--- src/hw/frb_defs.svh ---
/*
 Register offsets, bit positions, reset values and counts of the FIFO readout
 and feature register bank. Assumes inclusion by bare name from design files.
*/
`ifndef FRB_DEFS_SVH
`define FRB_DEFS_SVH
`define FRB_ADDR_DATA_FIRST 8'h02
`define FRB_ADDR_DATA_LAST 8'h07
`define FRB_ADDR_STAT1 8'h08
`define FRB_ADDR_STAT2 8'h09
`define FRB_ADDR_COUNT 8'h0a
`define FRB_ADDR_CFG1 8'h0d
`define FRB_ADDR_CFG2 8'h0e
`define FRB_CFG1_RESET 8'h00
`define FRB_CFG2_RESET 8'h00
`define FRB_COUNT_RESET 6'h00
`define FRB_BIT_HOLD 3
`define FRB_BIT_REARM 4
`define FRB_BIT_THREE 5
`define FRB_BIT_I2C 6
`define FRB_BIT_SPI 7
`define FRB_BIT_WRAP 0
`define FRB_BIT_BURST 1
`define FRB_BIT_CLRWR 4
`define FRB_BIT_STREAM 5
`define FRB_FIFO_DEPTH 6'h20
`define FRB_MAX_GROUPS 6'h20
`endif

--- src/hw/frb_pkg.sv ---
/*
 Types shared by the register bank and its sample memory.
 Assumes nothing of its surroundings.
*/
package frb_pkg;
	typedef struct packed {
		logic [15:0] z;
		logic [15:0] y;
		logic [15:0] x;
	} frb_sample_t;
	typedef struct packed {
		logic start;
		logic write;
		logic spi;
		logic [7:0] addr;
	} frb_start_t;
	typedef enum logic [1:0] {
		FRB_IDLE = 2'b00,
		FRB_READ = 2'b01,
		FRB_WRITE = 2'b10
	} frb_state_t;
endpackage

--- src/hw/frb_sample_mem.sv ---
/*
 Thirty-two entry sample store with one write port and a registered read.
 Assumes the caller allows one cycle after a pointer change for read data.
*/
`timescale 1ns/1ns
`default_nettype none
module frb_sample_mem (
	// Clock
	input wire logic clk,
	// Write side
	input wire logic wr_en,
	input wire logic [4:0] wr_addr,
	input wire frb_pkg::frb_sample_t wr_data,
	// Read side
	input wire logic [4:0] rd_addr,
	output frb_pkg::frb_sample_t rd_data
);
	frb_pkg::frb_sample_t mem [0:31];

	always_ff @(posedge clk) begin
		if (wr_en) begin
			mem[wr_addr] <= wr_data;
		end
	end

	always_ff @(posedge clk) begin
		rd_data <= mem[rd_addr];
	end
endmodule
`default_nettype wire

--- src/hw/frb_regs.sv ---
/*
 FIFO readout and feature register bank: sample count, interface select,
 sniff detector arming, burst address wrap and FIFO burst pops, with a
 two-entry buffer in the read byte path. Assumes link engines that deliver
 decoded accesses synchronous to clk and a pipeline giving sample pulses.
*/
`timescale 1ns/1ns
`default_nettype none
`include "frb_defs.svh"
// Contract
// - Count of held samples, zero to thirty-two
// - Count follows pushes and pops immediately
// - No result update while both selects zero
// - Both selects zero keep power-up link
// - Hold bit stops FIFO capture on detect irq
// - Detector ignores events while irq pending
// - Rearm off: only leaving mode rearms
// - Rearm on: clearing irq rearms detector
// - Wire-count bit picks four or three wire
// - Two-wire select blocks serial accesses
// - Serial select blocks two-wire accesses
// - Wrap zero: after 0x07 go 0x02
// - Wrap one: after 0x09 go 0x02
// - Wrap and burst same on every link
// - Burst off: one group per transaction
// - Burst on: up to 32 groups popped
// - Stream drops oldest, else full refuses
// - Irq clear by read or write per link
module frb_regs (
	// Clock and reset
	input wire logic clk,
	input wire logic reset,
	// Power-up link strap
	input wire logic powerup_link_spi,
	// Accesses from the link engines
	input wire frb_pkg::frb_start_t acc,
	input wire logic acc_wr_valid,
	input wire logic [7:0] acc_wr_data,
	input wire logic acc_stop,
	// Read byte stream
	output logic rd_valid,
	output logic [7:0] rd_data,
	input wire logic rd_ready,
	// Sampling pipeline
	input wire logic smp_valid,
	input wire frb_pkg::frb_sample_t smp_data,
	input wire logic fifo_enable,
	input wire logic fifo_stream,
	input wire logic sniff_event,
	input wire logic combined_detect_sample_mode,
	input wire logic [7:0] status1_in,
	input wire logic [6:0] int_other_in,
	// Status outputs
	output logic combined_detect_irq,
	output logic link_spi_active,
	output logic three_wire_select,
	output logic [5:0] fifo_count
);
	frb_pkg::frb_state_t state_reg;
	frb_pkg::frb_sample_t res_reg;
	frb_pkg::frb_sample_t mem_q;
	frb_pkg::frb_sample_t src;
	logic [7:0] cfg1_reg, cfg2_reg, addr_reg, addr_next, rbyte, wrap_end;
	logic [5:0] count_reg, groups_reg;
	logic [4:0] wr_ptr_reg, rd_ptr_reg;
	logic strap_taken_reg, powerup_spi_reg, link_spi_next;
	logic irq_reg, armed_reg, stale_reg, det_set, clr;
	logic v0_reg, v1_reg, gen, bpop, pop_rd, push_ok, push, pop, full, sel_any;
	logic [7:0] d0_reg, d1_reg;
	logic acc_ok, wr_hit;

	// Catch the power-up link strap once after reset release.
	always_ff @(posedge clk) begin
		if (reset) begin
			strap_taken_reg <= 1'b0;
			powerup_spi_reg <= 1'b0;
		end else if (!strap_taken_reg) begin
			strap_taken_reg <= 1'b1;
			powerup_spi_reg <= powerup_link_spi;
		end
	end

	assign sel_any = cfg1_reg[`FRB_BIT_SPI] | cfg1_reg[`FRB_BIT_I2C];
	// Serial select takes priority if the host sets both.
	assign link_spi_next = cfg1_reg[`FRB_BIT_SPI] ? 1'b1 :
		cfg1_reg[`FRB_BIT_I2C] ? 1'b0 : powerup_spi_reg;

	always_ff @(posedge clk) begin
		if (reset) begin
			link_spi_active <= 1'b0;
			three_wire_select <= 1'b0;
		end else begin
			link_spi_active <= link_spi_next;
			three_wire_select <= link_spi_next & cfg1_reg[`FRB_BIT_THREE];
		end
	end

	// Accesses arriving on the deselected link are ignored.
	assign acc_ok = acc.start & (acc.spi == link_spi_active);

	// Address sequencing does not depend on the link in use.
	assign wrap_end = cfg2_reg[`FRB_BIT_WRAP] ? `FRB_ADDR_STAT2 : `FRB_ADDR_DATA_LAST;
	assign addr_next = (addr_reg == wrap_end) ? `FRB_ADDR_DATA_FIRST :
		addr_reg + 8'h01;

	always_ff @(posedge clk) begin
		if (reset) begin
			state_reg <= frb_pkg::FRB_IDLE;
		end else if (acc_ok) begin
			state_reg <= acc.write ? frb_pkg::FRB_WRITE : frb_pkg::FRB_READ;
		end else if (acc_stop) begin
			state_reg <= frb_pkg::FRB_IDLE;
		end
	end

	assign wr_hit = (state_reg == frb_pkg::FRB_WRITE) & acc_wr_valid;
	assign gen = (state_reg == frb_pkg::FRB_READ) & !v1_reg & !stale_reg & !acc_ok;

	always_ff @(posedge clk) begin
		if (reset) begin
			addr_reg <= 8'h00;
		end else if (acc_ok) begin
			addr_reg <= acc.addr;
		end else if (gen || wr_hit) begin
			addr_reg <= addr_next;
		end
	end

	// Configuration registers written by the host.
	always_ff @(posedge clk) begin
		if (reset) begin
			cfg1_reg <= `FRB_CFG1_RESET;
			cfg2_reg <= `FRB_CFG2_RESET;
		end else if (wr_hit && addr_reg == `FRB_ADDR_CFG1) begin
			cfg1_reg <= acc_wr_data;
		end else if (wr_hit && addr_reg == `FRB_ADDR_CFG2) begin
			cfg2_reg <= acc_wr_data;
		end
	end

	// Clear by read on two-wire unless write-clear chosen; serial clears by write.
	assign clr = (gen & addr_reg == `FRB_ADDR_STAT2 & !link_spi_active &
		!cfg2_reg[`FRB_BIT_CLRWR]) |
		(wr_hit & addr_reg == `FRB_ADDR_STAT2 & (link_spi_active | cfg2_reg[`FRB_BIT_CLRWR]));

	assign det_set = sniff_event & armed_reg & combined_detect_sample_mode;

	// A new detection wins over a clear in the same cycle.
	always_ff @(posedge clk) begin
		if (reset) begin
			irq_reg <= 1'b0;
		end else if (det_set) begin
			irq_reg <= 1'b1;
		end else if (clr) begin
			irq_reg <= 1'b0;
		end
	end

	always_ff @(posedge clk) begin
		if (reset) begin
			armed_reg <= 1'b1;
		end else if (!combined_detect_sample_mode) begin
			armed_reg <= 1'b1;
		end else if (det_set) begin
			armed_reg <= 1'b0;
		end else if (clr && cfg1_reg[`FRB_BIT_REARM]) begin
			armed_reg <= 1'b1;
		end
	end

	always_ff @(posedge clk) begin
		if (reset) begin
			combined_detect_irq <= 1'b0;
		end else begin
			combined_detect_irq <= irq_reg;
		end
	end

	// Result registers load only once a link has been selected.
	always_ff @(posedge clk) begin
		if (reset) begin
			res_reg <= '0;
		end else if (smp_valid && sel_any) begin
			res_reg <= smp_data;
		end
	end

	// FIFO push, pop and occupancy.
	assign full = (count_reg == `FRB_FIFO_DEPTH);
	assign push_ok = smp_valid & sel_any & fifo_enable &
		!(irq_reg & cfg1_reg[`FRB_BIT_HOLD]);
	assign pop_rd = gen & addr_reg == `FRB_ADDR_DATA_LAST & fifo_enable &
		(count_reg != `FRB_COUNT_RESET) &
		(cfg2_reg[`FRB_BIT_BURST] ? (groups_reg < `FRB_MAX_GROUPS) :
		(groups_reg == 6'h00));
	assign push = push_ok & (!full | fifo_stream | pop_rd);
	assign pop = pop_rd | (push & full & !pop_rd);

	always_ff @(posedge clk) begin
		if (reset) begin
			count_reg <= `FRB_COUNT_RESET;
			wr_ptr_reg <= 5'h00;
			rd_ptr_reg <= 5'h00;
		end else begin
			count_reg <= count_reg + {5'h00, push} - {5'h00, pop};
			if (push) begin
				wr_ptr_reg <= wr_ptr_reg + 5'h01;
			end
			if (pop) begin
				rd_ptr_reg <= rd_ptr_reg + 5'h01;
			end
		end
	end

	always_ff @(posedge clk) begin
		if (reset) begin
			fifo_count <= `FRB_COUNT_RESET;
		end else begin
			fifo_count <= count_reg + {5'h00, push} - {5'h00, pop};
		end
	end

	// Memory output lags a pointer move by one cycle.
	always_ff @(posedge clk) begin
		if (reset) begin
			stale_reg <= 1'b0;
		end else begin
			stale_reg <= push | pop;
		end
	end

	always_ff @(posedge clk) begin
		if (reset) begin
			groups_reg <= 6'h00;
		end else if (acc_ok) begin
			groups_reg <= 6'h00;
		end else if (pop_rd) begin
			groups_reg <= groups_reg + 6'h01;
		end
	end

	frb_sample_mem u_mem (
		.clk(clk),
		.wr_en(push),
		.wr_addr(wr_ptr_reg),
		.wr_data(smp_data),
		.rd_addr(rd_ptr_reg),
		.rd_data(mem_q)
	);

	assign src = fifo_enable ? mem_q : res_reg;

	always_comb begin
		rbyte = 8'h00;
		case (addr_reg)
			8'h02: rbyte = src.x[7:0];
			8'h03: rbyte = src.x[15:8];
			8'h04: rbyte = src.y[7:0];
			8'h05: rbyte = src.y[15:8];
			8'h06: rbyte = src.z[7:0];
			8'h07: rbyte = src.z[15:8];
			`FRB_ADDR_STAT1: rbyte = status1_in;
			`FRB_ADDR_STAT2: rbyte = {irq_reg, int_other_in};
			`FRB_ADDR_COUNT: rbyte = {2'b00, count_reg};
			`FRB_ADDR_CFG1: rbyte = cfg1_reg;
			`FRB_ADDR_CFG2: rbyte = cfg2_reg;
			default: rbyte = 8'h00;
		endcase
	end

	// Two-entry read buffer; generation stalls while the second slot is full.
	assign bpop = rd_ready & v0_reg;

	always_ff @(posedge clk) begin
		if (reset || acc_ok) begin
			v0_reg <= 1'b0;
			v1_reg <= 1'b0;
			d0_reg <= 8'h00;
			d1_reg <= 8'h00;
		end else begin
			case ({gen, bpop})
				2'b01: begin
					if (v1_reg) begin
						d0_reg <= d1_reg;
						v1_reg <= 1'b0;
					end else begin
						v0_reg <= 1'b0;
					end
				end
				2'b10: begin
					if (!v0_reg) begin
						d0_reg <= rbyte;
						v0_reg <= 1'b1;
					end else begin
						d1_reg <= rbyte;
						v1_reg <= 1'b1;
					end
				end
				2'b11: begin
					d0_reg <= rbyte;
				end
				default: begin
					v0_reg <= v0_reg;
				end
			endcase
		end
	end

	assign rd_valid = v0_reg;
	assign rd_data = d0_reg;
endmodule
`default_nettype wire

--- config.mk ---
export PLATFORM = sky130hd
export DESIGN_NAME = frb_regs
export DESIGN_NICKNAME = d
export VERILOG_FILES = /design/src/hw/frb_pkg.sv /design/src/hw/frb_sample_mem.sv /design/src/hw/frb_regs.sv
export VERILOG_INCLUDE_DIRS = /design/src /design/src/hw
export SDC_FILE = /design/constraint.sdc
export NUM_CORES = 2
export LEC_CHECK = 0
export ABC_AREA = 0
export BUFFER_PORTS_ARGS = -buffer_cell sky130_fd_sc_hd__buf_2
export CORE_MARGIN = 5
export CORE_UTILIZATION = 40
export DETAILED_ROUTE_END_ITERATION = 10
export PLACE_DENSITY = 0.66
export SYNTH_ARGS = -nofsm -noshare
export SYNTH_HDL_FRONTEND = slang
export SYNTH_SLANG_ARGS = --single-unit
export TNS_END_PERCENT = 5
--- constraint.sdc ---
create_clock -name clk -period 5.4 [get_ports clk]
set_clock_uncertainty 0.05 [all_clocks]
set_input_delay 1.08 -clock clk [delete_from_list [all_inputs] [get_ports clk]]
set_output_delay 1.08 -clock clk [all_outputs]
set_load 0.01 [all_outputs]
==> impl_results.md <==
- Status: complete, no violations
- Psw: 5.47 mW
- Post-synth EDFFs: 1,536
- Net Sw Frac: 20.6%
- WL final: 165,000 um
- Die width: 416 um
- Critical Path Start Type: flop
- Flop pwr share: 54.5%
- Sequential cell area fraction in the yosys report: 75.2%
- Core ar.: 163,000 um2
- Routability cong.: 0.906
- GRT Residual Overflow: 0
- Final net count: 3,497
- Largest net degree at the start of global routing: 59
- Syn Inst Count: 3,174
- CTS tree: built
- Die area: 173,000 um2
- Static Leakage: 23.1 nW
- # clock sinks: 1,706
- Crit path DAT: 4.36 ns
- Via count: 32,317
- # rows: 148
- Pwr dens: 354 nW/um2
- Max-Cap Viols: 0
- Post-detail-place hpwl: 99,200 um
- CTS Buffer Depth: 3
- Clk pin slew, worst setup/hold paths: 0.06 ns
- Comb pwr share: 2.2%
- Setup TNS: 0 ns
- # hold bufs at CTS: 0
- Setup crit end kind: flop
- Synth async-reset ratio: 0%
- Layout cells sized above 1: 28.9%
- Post-synthesis register bit count: 1,706
- DRC: 0
- Post-synthesis cell type count: 76
- Peak VDD IR: 0.000335 V
- Die Y: 416 um
- Root Buffer: clkbuf_16
- Post-cts sizing count: 0
- Max FFs per register: 1,536
- RSZ-0062 raised after global routing: false
- Initial DRC Count: 3,783
- Hold_ws: 0.402 ns
- Htree depth: 4
- Slew headroom: 26.9%
- Starting Density: 40.3%
- WS Path Type: flop to flop
- # Post-CTS Setup Buffers: 0
- Pint: 21.1 mW
- FMAX: 0.255 GHz
- IO buf count: 110
- Clk pwr share: 43.3%
- Hold Path Class: flop to flop
- Via/cell ratio: 5.66
- Worst-Margin Slew: 1.10 ns
- Latest clock arrival within the worst-skew pair: 0.81 ns
- Fin. Hold Viols: 0
- Final worst slack: 1.47 ns
- Mapped Area: 65,800 um2
- CTS buffer count: 168
- Vias in the first global route: 32,907
- DR WL/cell: 29.0 um
- Avg Cell Area, Syn: 20.7 um2
- Place WS: 1.27 ns
- Synth-to-layout area growth: 14.1%
- Synth warn: 0
- DRT antenna net count: 0
- Setup Viol. Count Final: 0
- Top_reg_cell synth: edfxtp_1
- Num ports: 111
- Critical Path RT: 5.84 ns
- Fin crit period: 3.93 ns
- CP Max Fanout: 17
- Total GRT Usage: 19.1%
- First-pass GRT wire length: 239,000 um
- Total power: 26.6 mW
- Drt pass-1 iters: 7
- Post-Syn Nets: 3,289
- Tcrit/Tclk final: 72.7%
- Initial antenna violation count: 13
- Fin. max-slew vios: 0
-- cells by family after synthesis --
family	count (synthesis)	synth area share (%)
AOI/OAI and AO/OA	192	1.85
xor gates and xnor gates	9	0.120
adders and majority gates	22	0.430
buffers and inverters	200	1.32
DFF	1706	75.2
muxes	547	17.6
and+or+nand+nor	498	3.41
-- power by group through the flow --
stage               Combinational (mW)  Sequential, mW  Clock [mW]
detailed placement               0.581            14.8           0
CTS                              0.580            14.5        11.7
global route                     0.616            14.5        12.3
floorplan                        0.214            14.7           0
finish                           0.578            14.5        11.5
global placement                 0.566            14.8           0
-- cells in the final DEF, fill, tap and decap left out, drive strengths merged, types with 34 or more instances in the layout --
master     n
nand3     34
mux4     487
buf      214
nor2      88
clkbuf   236
o21ai     35
edfxtp  1536
a21oi     82
dfxtp    170
clkinv    56
mux2i     34
nand2    278
-- critical path, stage by stage (launching register included) --
cell      delay, ns
dfxtp_1        0.48
ha_1           0.26
nor2b_1        0.54
o211ai_1       0.28
o31ai_4        0.44
nand3_1        0.34
buf_4          0.31
nor2_4         0.60
buf_12         0.26
-- per-stage QoR --
step                      util (%)  cell area, um2  std cells
after floorplan                  -           65800       3174
after global placement        42.7           69600       5387
after detailed placement      42.7           69600       5387
after CTS                     46.0           75100       5700
after global routing          46.0           75100       5700
final                         46.0           75100       5706
-- layout make-up --
| class | count | area (um2) |
|---|---|---|
| Antenna cell | 6 | 15.0 |
| Sequential cell | 1706 | 49500 |
| Timing Repair Buffer | 214 | 1610 |
| Multi-Input combinational cell | 1268 | 15700 |
| Clock inverter | 77 | 797 |
| Tap cell | 2175 | 2720 |
| Fill cell | 13421 | 88000 |
| Inverter | 24 | 91.3 |
| Clock buffer | 236 | 4630 |
-- layer usage --
metal / vias to the layer above / track usage, % / wire length, um
met5: - / 0 / 34
li1: 13514 / - / -
met2: 1309 / 30.7 / 80800
met1: 17222 / 26.0 / 66300
met4: 6 / 8.31 / 7250
met3: 266 / 2.91 / 11100
-- synth_stat cells (4+ instances only) --
library cell  number  area, um2
dfxtp_1          170       3400
ha_1              21        263
mux2_2            26        293
xnor2_1            6       52.6
a21oi_1           80        400
a22oi_1            5       37.5
or4_1              8       60.1
o32ai_1            4       35.0
inv_1             24       90.1
clkbuf_1          98        368
nand2_1          278       1040
mux4_2           487      11000
nand4_1           12       75.1
o2111ai_1          4       35.0
o21a_1             4       30.0
buf_1             16       60.1
and3_1            10       62.6
nor2b_1           16        100
buf_6              5       56.3
and2_1             4       25.0
nor2_1            88        330
nand3_1           33        165
edfxtp_1        1536      46100
a211oi_1          13       97.6
nor3_1            14       70.1
mux2i_1           34        340
nor4_1             4       25.0
buf_4              5       37.5
buf_2             52        260
nand2b_1           5       31.3
o21ai_0           33        165
a31oi_1            6       37.5
-- path summary, 6_finish.rpt --
kind                            slack, ns                 to  cells after the start        start
worst max-delay path                 1.47  u_mem.mem[14][21]                      8  addr_reg[1]
worst min register to register       0.40        res_reg[36]                      2  res_reg[36]
worst max register to register       1.47  u_mem.mem[14][21]                      8  addr_reg[1]
worst min-delay path                 0.40        res_reg[36]                      2  res_reg[36]
Power figures use the tool's default switching activity.
